==> src/hdl/phy_rx_consts.svh <==
// Timing counts and field widths for the receive-side MAC interface.
// Assumes the core clock runs at CLK_KHZ and that includers use the macros.
`ifndef PHY_RX_CONSTS_SVH
`define PHY_RX_CONSTS_SVH

// Core clock rate in kHz (40 MHz, 25 ns period).
`define CLK_KHZ 40000
// Recovered receive clock for MII and RGMII at 10 Mb/s, in kHz.
`define RXCLK_KHZ 2500
// RMII master reference clock, in kHz.
`define RMII_REF_KHZ 50000
// Fastest management clock the station may use, in kHz.
`define MDC_MAX_KHZ 1750

// Half periods in core cycles; a longest time rounds down, never below one.
`define RXCLK_HALF ((`CLK_KHZ) / (2 * (`RXCLK_KHZ)))
`define RMII_HALF_RAW ((`CLK_KHZ) / (2 * (`RMII_REF_KHZ)))
`define RMII_HALF ((`RMII_HALF_RAW) > 0 ? (`RMII_HALF_RAW) : 1)
// Least management clock period in core cycles, rounded up.
`define MDC_MIN_CYC (((`CLK_KHZ) + (`MDC_MAX_KHZ) - 1) / (`MDC_MAX_KHZ))

// Data path widths: a nibble in MII/RGMII, a dibit in RMII.
`define NIB_W 4
`define DIBIT_W 2
// Number of pin inputs that cross into the core clock domain.
`define SYNC_W 4
// Bit positions of the synchronised pins.
`define SY_MDC 0
`define SY_MDIO 1
`define SY_REF 2
`define SY_PWR 3

`endif

==> src/hdl/phy_rx_pkg.sv <==
// Types shared by the receive-side MAC interface modules.
// Assumes nothing of its surroundings.
package phy_rx_pkg;

  // MAC interface mode, as chosen by strap or register logic.
  typedef enum logic [1:0] {
    MODE_MII = 2'b00,
    MODE_RMII_MASTER = 2'b01,
    MODE_RMII_SLAVE = 2'b10,
    MODE_RGMII = 2'b11
  } mac_mode_e;

  // Which half of a nibble goes out next in RMII mode.
  typedef enum logic [0:0] {
    PH_LOW = 1'b0,
    PH_HIGH = 1'b1
  } dibit_phase_e;

endpackage : phy_rx_pkg

==> src/hdl/phy_receive_mac_interface.sv <==
// Receive-side MAC interface: presents decoded receive symbols to a MAC in
// MII, RMII master/slave/repeater or RGMII form, sources the receive clock,
// relays management pin bits and serves the power-down/interrupt pin.
// Assumes SYM_* come from the decoder on CLK; pins are asynchronous.
// Behaviour
// - Management clock may be unrelated; cross internally.
// - Data changes on receive clock rise.
// - Four bits in MII, two in RMII.
// - RMII valid pin carries carrier or valid.
// - Repeater mode makes the pin pure valid.
// - RGMII control: valid on rise, error on fall.
// - MII drives recovered 2.5 MHz receive clock.
// - RMII master drives reference clock on pin.
// - RMII slave leaves receive clock pin undriven.
// - RGMII drives recovered 2.5 MHz receive clock.
// - MII error high on receive clock rise.
// - RMII error aligned to reference clock rise.
// - Every error flagged, idle ones too.
// - RGMII never uses the error pin.
// - Shared pin is power-down input after reset.
// - Low on power-down pin powers down.
// - Interrupt pulls pin low, open drain.
// - Management data line driven by one side.
`include "phy_rx_consts.svh"
module phy_receive_mac_interface
  import phy_rx_pkg::*;
(
  input wire logic CLK,
  input wire logic RESETN,
  input wire logic CE,
  input wire logic [1:0] MAC_MODE,
  input wire logic REPEATER_SEL,
  input wire logic SYM_VALID,
  input wire logic [`NIB_W-1:0] SYM_DATA,
  input wire logic SYM_ERR,
  input wire logic SYM_CARRIER,
  input wire logic RMII_REF_IN,
  output logic RX_CLK_PIN_OUT,
  output logic RX_CLK_PIN_OE,
  output logic [`NIB_W-1:0] RX_D,
  output logic RX_DV,
  output logic RX_ER,
  input wire logic MDC,
  input wire logic MDIO_IN,
  output logic MDIO_OUT,
  output logic MDIO_OE,
  input wire logic MGMT_DRIVE,
  input wire logic MGMT_OUT_BIT,
  output logic MGMT_BIT,
  output logic MGMT_BIT_VALID,
  input wire logic IRQ_PIN_MODE,
  input wire logic IRQ_PENDING,
  input wire logic POWER_DOWN_OR_IRQ_PIN_IN,
  output logic POWER_DOWN_OR_IRQ_PIN_OUT,
  output logic POWER_DOWN_OR_IRQ_PIN_OE,
  output logic POWER_DOWN
);

  localparam int RX_HALF = `RXCLK_HALF;
  localparam int RM_HALF = `RMII_HALF;

  mac_mode_e mode;
  dibit_phase_e phase_q;
  logic [`SYNC_W-1:0] s_lvl, s_rise, s_fall;
  logic rx_clk, rx_rise, rx_fall;
  logic rmii_master_ref_clock_out, rm_rise, rm_fall;
  logic tick_r, tick_f, is_rmii, consume;
  logic [`NIB_W-1:0] hold_q;
  logic hold_full_q, err_pend_q, rgmii_er_q;
  logic [`NIB_W-1:0] rx_d_q;
  logic rx_dv_q, rx_er_q, clk_pin_q, clk_oe_q;
  logic mdio_out_q, mdio_oe_q, mgmt_bit_q, mgmt_vld_q;
  logic pwr_oe_q, pwr_out_q, pd_q;

  assign mode = mac_mode_e'(MAC_MODE);
  assign is_rmii = (mode == MODE_RMII_MASTER) || (mode == MODE_RMII_SLAVE);

  // All pins from outside the clock domain pass two flops first. The
  // shared pin enters inverted, so the cleared flops read a released pin.
  pin_sync #(.W(`SYNC_W)) u_sync (
    .clk(CLK),
    .resetn(RESETN),
    .ce(CE),
    .pin_in({~POWER_DOWN_OR_IRQ_PIN_IN, RMII_REF_IN, MDIO_IN, MDC}),
    .level(s_lvl),
    .rise(s_rise),
    .fall(s_fall)
  );

  // Recovered 2.5 MHz receive clock for MII and RGMII.
  clk_div #(.HALF(RX_HALF)) u_rxdiv (
    .clk(CLK),
    .resetn(RESETN),
    .ce(CE),
    .clk_q(rx_clk),
    .rise_q(rx_rise),
    .fall_q(rx_fall)
  );

  // RMII master reference; the core clock caps it at half its own rate.
  clk_div #(.HALF(RM_HALF)) u_rmdiv (
    .clk(CLK),
    .resetn(RESETN),
    .ce(CE),
    .clk_q(rmii_master_ref_clock_out),
    .rise_q(rm_rise),
    .fall_q(rm_fall)
  );

  // Pick the edge strobes of whichever clock times the MAC side.
  always_comb begin
    case (mode)
      MODE_MII: begin
        tick_r = rx_rise;
        tick_f = 1'b0;
      end
      MODE_RGMII: begin
        tick_r = rx_rise;
        tick_f = rx_fall;
      end
      MODE_RMII_MASTER: begin
        tick_r = rm_rise;
        tick_f = rm_fall;
      end
      MODE_RMII_SLAVE: begin
        tick_r = s_rise[`SY_REF];
        tick_f = 1'b0;
      end
      default: begin
        tick_r = 1'b0;
        tick_f = 1'b0;
      end
    endcase
  end

  // The receive clock pin follows the divider one cycle late, the same
  // delay the data registers see, so data changes with the rising edge.
  always_ff @(posedge CLK or negedge RESETN) begin
    if (!RESETN) begin
      clk_pin_q <= 1'b0;
      clk_oe_q <= 1'b0;
    end else if (CE) begin
      case (mode)
        MODE_MII, MODE_RGMII: begin
          clk_pin_q <= rx_clk;
          clk_oe_q <= 1'b1;
        end
        MODE_RMII_MASTER: begin
          clk_pin_q <= rmii_master_ref_clock_out;
          clk_oe_q <= 1'b1;
        end
        default: begin
          clk_pin_q <= 1'b0;
          clk_oe_q <= 1'b0;
        end
      endcase
    end
  end

  // A nibble is used up at once in MII/RGMII, after two dibits in RMII.
  assign consume = tick_r && hold_full_q && (!is_rmii || phase_q == PH_HIGH);

  // One decoded nibble is held until the MAC-side clock takes it. A new
  // symbol in the consuming cycle wins, so none is dropped at the seam.
  always_ff @(posedge CLK or negedge RESETN) begin
    if (!RESETN) begin
      hold_q <= '0;
      hold_full_q <= 1'b0;
    end else if (CE) begin
      if (SYM_VALID) begin
        hold_q <= SYM_DATA;
        hold_full_q <= 1'b1;
      end else if (consume) begin
        hold_full_q <= 1'b0;
      end
    end
  end

  // Errors are sticky until reported; a new error beats the clear.
  always_ff @(posedge CLK or negedge RESETN) begin
    if (!RESETN) begin
      err_pend_q <= 1'b0;
    end else if (CE) begin
      if (SYM_ERR) begin
        err_pend_q <= 1'b1;
      end else if (tick_r) begin
        err_pend_q <= 1'b0;
      end
    end
  end

  // Dibit phase: low pair first, then high pair of the held nibble.
  always_ff @(posedge CLK or negedge RESETN) begin
    if (!RESETN) begin
      phase_q <= PH_LOW;
    end else if (CE) begin
      if (!is_rmii) begin
        phase_q <= PH_LOW;
      end else if (tick_r && hold_full_q) begin
        phase_q <= (phase_q == PH_LOW) ? PH_HIGH : PH_LOW;
      end
    end
  end

  // Receive data and data valid, updated on the MAC-side rising tick; in RGMII valid also takes the error flag on the falling tick.
  always_ff @(posedge CLK or negedge RESETN) begin
    if (!RESETN) begin
      rx_d_q <= '0;
      rx_dv_q <= 1'b0;
      rgmii_er_q <= 1'b0;
    end else if (CE) begin
      if (tick_r) begin
        rgmii_er_q <= (mode == MODE_RGMII) && err_pend_q;
        if (!hold_full_q) begin
          rx_d_q <= '0;
          rx_dv_q <= is_rmii && !REPEATER_SEL && SYM_CARRIER;
        end else if (!is_rmii) begin
          rx_d_q <= hold_q;
          rx_dv_q <= 1'b1;
        end else begin
          rx_d_q <= (phase_q == PH_LOW) ? {2'b00, hold_q[1:0]}
                                         : {2'b00, hold_q[3:2]};
          rx_dv_q <= 1'b1;
        end
      end else if (tick_f && mode == MODE_RGMII) begin
        rx_dv_q <= rgmii_er_q;
      end
    end
  end

  // Dedicated error pin: MII and RMII only, RGMII keeps it low throughout.
  always_ff @(posedge CLK or negedge RESETN) begin
    if (!RESETN) begin
      rx_er_q <= 1'b0;
    end else if (CE) begin
      if (mode == MODE_RGMII) begin
        rx_er_q <= 1'b0;
      end else if (tick_r) begin
        rx_er_q <= err_pend_q;
      end
    end
  end

  // Management pins: a bit is sampled on each synchronised clock rise and
  // our bit goes out on the fall, so the station samples a settled line.
  always_ff @(posedge CLK or negedge RESETN) begin
    if (!RESETN) begin
      mgmt_bit_q <= 1'b0;
      mgmt_vld_q <= 1'b0;
      mdio_out_q <= 1'b0;
      mdio_oe_q <= 1'b0;
    end else if (CE) begin
      mgmt_vld_q <= s_rise[`SY_MDC];
      if (s_rise[`SY_MDC]) begin
        mgmt_bit_q <= s_lvl[`SY_MDIO];
      end
      if (s_fall[`SY_MDC]) begin
        mdio_out_q <= MGMT_OUT_BIT;
        mdio_oe_q <= MGMT_DRIVE;
      end
    end
  end

  // Shared pin: power-down input unless told otherwise, which resets clear.
  always_ff @(posedge CLK or negedge RESETN) begin
    if (!RESETN) begin
      pwr_oe_q <= 1'b0;
      pwr_out_q <= 1'b0;
      pd_q <= 1'b0;
    end else if (CE) begin
      pwr_out_q <= 1'b0;
      pwr_oe_q <= IRQ_PIN_MODE && IRQ_PENDING;
      // Synchronised level is high while the pin is held low.
      pd_q <= !IRQ_PIN_MODE && s_lvl[`SY_PWR];
    end
  end

  assign RX_CLK_PIN_OUT = clk_pin_q;
  assign RX_CLK_PIN_OE = clk_oe_q;
  assign RX_D = rx_d_q;
  assign RX_DV = rx_dv_q;
  assign RX_ER = rx_er_q;
  assign MDIO_OUT = mdio_out_q;
  assign MDIO_OE = mdio_oe_q;
  assign MGMT_BIT = mgmt_bit_q;
  assign MGMT_BIT_VALID = mgmt_vld_q;
  assign POWER_DOWN_OR_IRQ_PIN_OUT = pwr_out_q;
  assign POWER_DOWN_OR_IRQ_PIN_OE = pwr_oe_q;
  assign POWER_DOWN = pd_q;
endmodule : phy_receive_mac_interface

==> src/hdl/pin_sync.sv <==
// Two-flop synchronisers with edge detection for a group of pin inputs.
// Assumes the inputs are asynchronous to CLK; edges come from stage two.
module pin_sync #(
  parameter int W = 4
) (
  input wire logic clk,
  input wire logic resetn,
  input wire logic ce,
  input wire logic [W-1:0] pin_in,
  output logic [W-1:0] level,
  output logic [W-1:0] rise,
  output logic [W-1:0] fall
);

  genvar i;
  generate
    for (i = 0; i < W; i++) begin : g_bit
      logic meta_q;
      logic sync_q;
      logic last_q;
      // The first stage feeds only the second, so it may go metastable.
      always_ff @(posedge clk or negedge resetn) begin
        if (!resetn) begin
          meta_q <= 1'b0;
          sync_q <= 1'b0;
          last_q <= 1'b0;
        end else if (ce) begin
          meta_q <= pin_in[i];
          sync_q <= meta_q;
          last_q <= sync_q;
        end
      end
      assign level[i] = sync_q;
      assign rise[i] = sync_q & ~last_q;
      assign fall[i] = ~sync_q & last_q;
    end
  endgenerate

endmodule : pin_sync

==> src/hdl/clk_div.sv <==
// Clock divider producing a square wave and edge strobes on the core clock.
// Assumes HALF is at least one core cycle.
module clk_div #(
  parameter int HALF = 8
) (
  input wire logic clk,
  input wire logic resetn,
  input wire logic ce,
  output logic clk_q,
  output logic rise_q,
  output logic fall_q
);

  localparam int CW = (HALF > 1) ? $clog2(HALF) : 1;
  localparam logic [CW-1:0] LAST = CW'(HALF - 1);
  logic [CW-1:0] cnt_q;

  // The strobes are high in the same cycle that clk_q shows the new level.
  always_ff @(posedge clk or negedge resetn) begin
    if (!resetn) begin
      cnt_q <= '0;
      clk_q <= 1'b0;
      rise_q <= 1'b0;
      fall_q <= 1'b0;
    end else if (ce) begin
      rise_q <= 1'b0;
      fall_q <= 1'b0;
      if (cnt_q == LAST) begin
        cnt_q <= '0;
        clk_q <= ~clk_q;
        rise_q <= ~clk_q;
        fall_q <= clk_q;
      end else begin
        cnt_q <= cnt_q + CW'(1);
      end
    end
  end

endmodule : clk_div

==> config.mk <==
export PLATFORM = sky130hd
export DESIGN_NAME = phy_receive_mac_interface
export DESIGN_NICKNAME = d
export VERILOG_FILES = /design/src/hdl/phy_rx_pkg.sv /design/src/hdl/phy_receive_mac_interface.sv /design/src/hdl/pin_sync.sv /design/src/hdl/clk_div.sv
export VERILOG_INCLUDE_DIRS = /design/src /design/src/hdl
export SDC_FILE = /design/constraint.sdc
export NUM_CORES = 1
export LEC_CHECK = 0
export ABC_AREA = 1
export BUFFER_PORTS_ARGS = -buffer_cell sky130_fd_sc_hd__buf_2
export CORE_UTILIZATION = 31
export CTS_CLUSTER_SIZE = 12
export DETAILED_ROUTE_END_ITERATION = 10
export MAX_ROUTING_LAYER = met4
export PLACE_DENSITY = 0.54
export SLEW_MARGIN = 10
export SYNTH_ARGS = -nofsm -noshare
export SYNTH_HDL_FRONTEND = slang
export SYNTH_HIERARCHICAL = 1
export SYNTH_SLANG_ARGS = --single-unit
==> constraint.sdc <==
create_clock -name CLK -period 2.3 [get_ports CLK]
set_clock_uncertainty 0.05 [all_clocks]
set_input_delay 0.115 -clock CLK [delete_from_list [all_inputs] [get_ports CLK]]
set_output_delay 0.115 -clock CLK [all_outputs]
set_load 0.05 [all_outputs]
# Yosys cells after proc, flatten, opt, wreduce, memory -nomap -nowiden
# Index checks and enable logic that the tools add are counted.
# totals
reg_bits	42
latch_bits	0
ramBits	0
rom_bits	0
in_bits	21
out_inout_bits	15
mem_count	0
# classes
addsub	2
mul	0
n_div	0
order_cmp	0
n_eq_ne	5
shifts	0
n_mux	25
bitwise_logic	10
n_reduce_logical	32
# op_table
op	count
$reduce_and 2->1	11
$mux 1	18
$logic_and 1x1->1	8
$mux 4	2
$reduce_bool 2->1	4
$not 1->1	7
$pmux 1 s3	2
$eq 2x2->1 const B	2
$reduce_or 2->1	2
$add 3x1->3 const B	1
$and 1x1->1	3
$eq 3x3->1 const B	1
$logic_not 1->1	3
$mux 3	1
$reduce_or 3->1	1
$eq 2x1->1 const B	1
$logic_not 2->1	1
$logic_or 1x1->1	2
$mux 2	1
$ne 2x1->1 const B	1
$pmux 1 s2	1
$add 1x1->1 const B	1

# Depth between registers and ports, before layout
# logic_depth
word_depth	7
depth_mapped	9
depth_no_buf	9

# Modules after synthesis
# Netlist, hierarchy kept.
# by_module_without_submodules
mod	instances	cells_per_inst	area_per_inst_um2	seq_area_each_um2
phy_receive_mac_interface	1	121	1101.1	550.5
pin_sync	1	71	548.0	300.3
clk_div at u_rxdiv	1	29	256.5	150.1
clk_div at u_rmdiv	1	11	87.6	50.0

# Least setup slack after synthesis
# OpenSTA, ideal clock, no wires.
# synth_path
kind	input-to-reg
start	in MAC_MODE[0]
end	reg rx_d_q[0] (netlist: RX_D[0])
arrival_time_ps	1062
required_time_ps	2130
slack_ps	1068
stages	8
n_path_buf	1
cell_sequence	inv_1 ha_1 inv_2 nand3_4 nand3_4 buf_6 nand2_1 o21ai_2
# synth_via
elab_chain_len	4
# synth_rtl
element	line	source
start: declaration	phy_receive_mac_interface.sv:31	input wire logic [1:0] MAC_MODE,
$eq 2x2->1, or another cell as far along	phy_receive_mac_interface.sv:112	case (mode)
$reduce_or 2->1 (no source line) or $logic_or 1x1->1 (tied branches)	-	
$pmux 1 s3 or $mux 4 (tied branches)	phy_receive_mac_interface.sv:112, phy_receive_mac_interface.sv:217	
$reduce_and 2->1 (no source line) or $mux 4 (tied branches)	-	
end signal: assignment	phy_receive_mac_interface.sv:218	rx_d_q <= hold_q;
end signal: assignment	phy_receive_mac_interface.sv:221	rx_d_q <= (phase_q == PH_LOW) ? {2'b00, hold_q[1:0]}
end: declaration	phy_receive_mac_interface.sv:70	logic [`NIB_W-1:0] rx_d_q;
# Parallel ways exist; a longest one is shown, timed or not.
# A chain may end at the register's enable or synchronous reset.

# Worst setup path after layout
# layout_path
start	reg u_sync.g_bit[2].sync_q
end	reg hold_full_q
# layout_via
elab_chain_len	6
# layout_rtl
element	line	source
start: declaration	pin_sync.sv:19	logic sync_q;
start signal: assignment	pin_sync.sv:29	sync_q <= meta_q;
$and 1x1->1	pin_sync.sv:34	assign rise[i] = sync_q & ~last_q;
named net s_rise[2]	phy_receive_mac_interface.sv:64	logic [`SYNC_W-1:0] s_lvl, s_rise, s_fall;
$pmux 1 s3	phy_receive_mac_interface.sv:112	
$logic_and 1x1->1 (2 in series)	phy_receive_mac_interface.sv:161	assign consume = tick_r && hold_full_q && (!is_rmii || phase_q == PH_HIGH);
$reduce_bool 2->1 (no source line)	-	
$reduce_and 2->1 (no source line)	-	
end signal: assignment	phy_receive_mac_interface.sv:168	hold_full_q <= 1'b0;
end signal: assignment	phy_receive_mac_interface.sv:172	hold_full_q <= 1'b1;
end signal: assignment	phy_receive_mac_interface.sv:174	hold_full_q <= 1'b0;
end: declaration	phy_receive_mac_interface.sv:69	logic hold_full_q, err_pend_q, rgmii_er_q;
# The timed path passes the listed nets, and every way through them passes these cells.

==> results_dict.tcl <==
set metrics [dict create \
    outcome "finished clean" \
    antenna_found_initial 0 \
    setup_violations 0 \
    ios 36 \
    finalWorstPathRequiredPeriod_ps 1370 \
    dpl-instance-area_sq_um 2030 \
    fp.dieH_um 78.9 \
    layout.cell_area.non_filler_sq_um 2230 \
    synth_nets 235 \
    cp-start-kind "register" \
    cts_buffer_depth 2 \
    criticalPathCategory "reg2reg" \
    row_count 27 \
    slew-limit-headroom 0.421 \
    worstSetupEndpointType "register" \
    finalCritPeriodShare 0.595 \
    placed_instances 307 \
    hold_violation_count_in_the_final_report 0 \
    synthesized_area_per_cell_sq_um 8.81 \
    fin_nets 277 \
    initial_standard_cell_utilization_of_the_core 0.327 \
    wl_per_cell_um 10.8 \
    drt_wl_total_mm 3.48 \
    detail_route.first_pass.iterations 4 \
    fillCellCount 602 \
    wire_length_of_the_first_global_routing_pass_mm 6.20 \
    overflow 0 \
    n_antenna_cell 0 \
    fin_tns_setup_ps 0 \
    number_of_global_route_vias_before_repair 1406 \
    cts-buffers-inserted 5 \
    clk_pin_slew_ps 80 \
    slew_viol_final 0 \
    core_sq_um 5610 \
    netSwitchingFraction 0.367 \
    synthesis.area_sq_um 1830 \
    power_per_cell_area_nw_per_um2 984 \
    die-area_sq_um 6220 \
    power.net_switching_mw 0.807 \
    power.clock.fraction 0.271 \
    dr_vias_cell 4.36 \
    leakagePower_nw 1.23 \
    postCtsSetupBuffers 0 \
    detailedRoute.firstIterationViolations 64 \
    gpl_congestion 0.692 \
    io_buffers 34 \
    final_cells 323 \
    worst_ep_required_time_ps 2430 \
    vias 1409 \
    layout-drive-gt1-share 0.239 \
    yosysWarnings 6 \
    power.share.combinational 0.306 \
    rsz0062_at_grt "false" \
    max-cap-violations 0 \
    cts_tree "yes" \
    cts.sinks 39 \
    vdd.ir_drop.worst_mv 0.405 \
    worstSkewPairLatency_ps 300 \
    tightestPinTransition_ps 869 \
    cts.htree.levels 2 \
    layout-area-overhead-vs-synth_pct 21.7 \
    hpwl_mm 2.40 \
    total_global_route_track_usage 0.133 \
    power_frac_seq 0.424 \
    post_synth_inst_count 208 \
    hold_class "in2reg" \
    crit_fanout 16 \
    route.detailed.drc 0 \
    overall_die_width_um 78.9 \
    timing.critical_path.arrival_ps 1490 \
    maxClockFrequency_mhz 731 \
    detail-route-antenna-nets 0 \
    power.internal_mw 1.39 \
    clock-root-buffer "clkbuf_8" \
    pin_count_of_the_biggest_net_entering_global_routing 40 \
]
## worst max-delay path: stages, from the launching register on
cell and delay, ps:
dfrtp_1 370, inv_1 40, nor2_1 90, nand2_1 110, nand3_4 120, nand3_4 190
o21ai_0 220, nand2_1 60
## power by group through the flow
stage,logic [mW],registers [mW],clock network [mW]
3_3_place_gp,0.660,0.940,0
3_5_place_dp,0.668,0.944,0
6_report,0.671,0.930,0.594
2_1_floorplan,0.280,1.17,0
4_1_cts,0.680,0.932,0.605
5_1_grt,0.740,0.954,0.631
## registers in the layout, indices dropped and copies added (netlist names), 2 cells and up
name                 cells
RX_D                     4
u_sync/g_bit.meta_q      4
u_rxdiv/cnt_q            3
hold_q                   4
u_sync/g_bit.sync_q      4
u_sync/g_bit.last_q      2
## placed cells by master, fill, tap and decap left out, drive strengths merged, types with 2 or more instances in the layout
cell	n
ha	6
nand3b	2
clkbuf	6
mux2	5
inv	20
buf	35
a21oi	3
dfrtp	39
o21ai	8
nor2	11
nand3	10
dlygate4sd3	8
nand2	93
## path summary, 6_finish.rpt
check                                                   startpoint  cells after the start  slack [ps]                                  to
worst max-delay path            u_sync/g_bit[2].sync_q$_DFFE_PN0P_                      7         930             hold_full_q$_DFFE_PN0P_
worst min-delay path                      POWER_DOWN_OR_IRQ_PIN_IN                      4           2  u_sync/g_bit[3].meta_q$_DFFE_PN0P_
worst max register to register  u_sync/g_bit[2].sync_q$_DFFE_PN0P_                      7         930             hold_full_q$_DFFE_PN0P_
worst min register to register  u_sync/g_bit[0].meta_q$_DFFE_PN0P_                      2         430  u_sync/g_bit[0].meta_q$_DFFE_PN0P_
max in group asynchronous                                   RESETN                      2        1230           u_rxdiv/clk_q$_DFFE_PN0P_
min in group asynchronous                                   RESETN                      2         410                 MDIO_OE$_DFFE_PN0P_
## repair_timing
action,4_1_cts,5_1_grt
hold buffers,8,0
gates resized for setup,0,0
hold endpoints to repair,46,0
## routing by layer
metal | track usage | wire length (um) | up-vias
met5 | - | 0 | -
met4 | 0.0545 | 46 | 0
met3 | 0.0368 | 167 | 4
met2 | 0.221 | 1640 | 27
met1 | 0.152 | 1620 | 656
li1 | - | - | 722
## cell type report
type,count,area (sq um),area share
Inverter,20,75.1,0.0337
Clock buffer,6,82.6,0.0370
Sequential cell,39,976,0.438
Multi-Input combinational cell,141,713,0.320
Clock inverter,2,35.0,0.0157
Tap cell,72,90.1,0.0404
Timing Repair Buffer,43,258,0.116
## per-stage QoR
stage | worst slack (ps) | hold WS (ps) | utilization | total power [mW]
finish | 932 | 1.73 | 0.398 | 2.20
CTS | 908 | 2.98 | 0.398 | 2.22
floorplan | 1070 | -231 | - | 1.45
global route | 714 | 10.4 | 0.398 | 2.33
global placement | 772 | 249 | 0.362 | 1.60
detailed placement | 704 | 243 | 0.362 | 1.61
(Power assumes the default switching activity.)
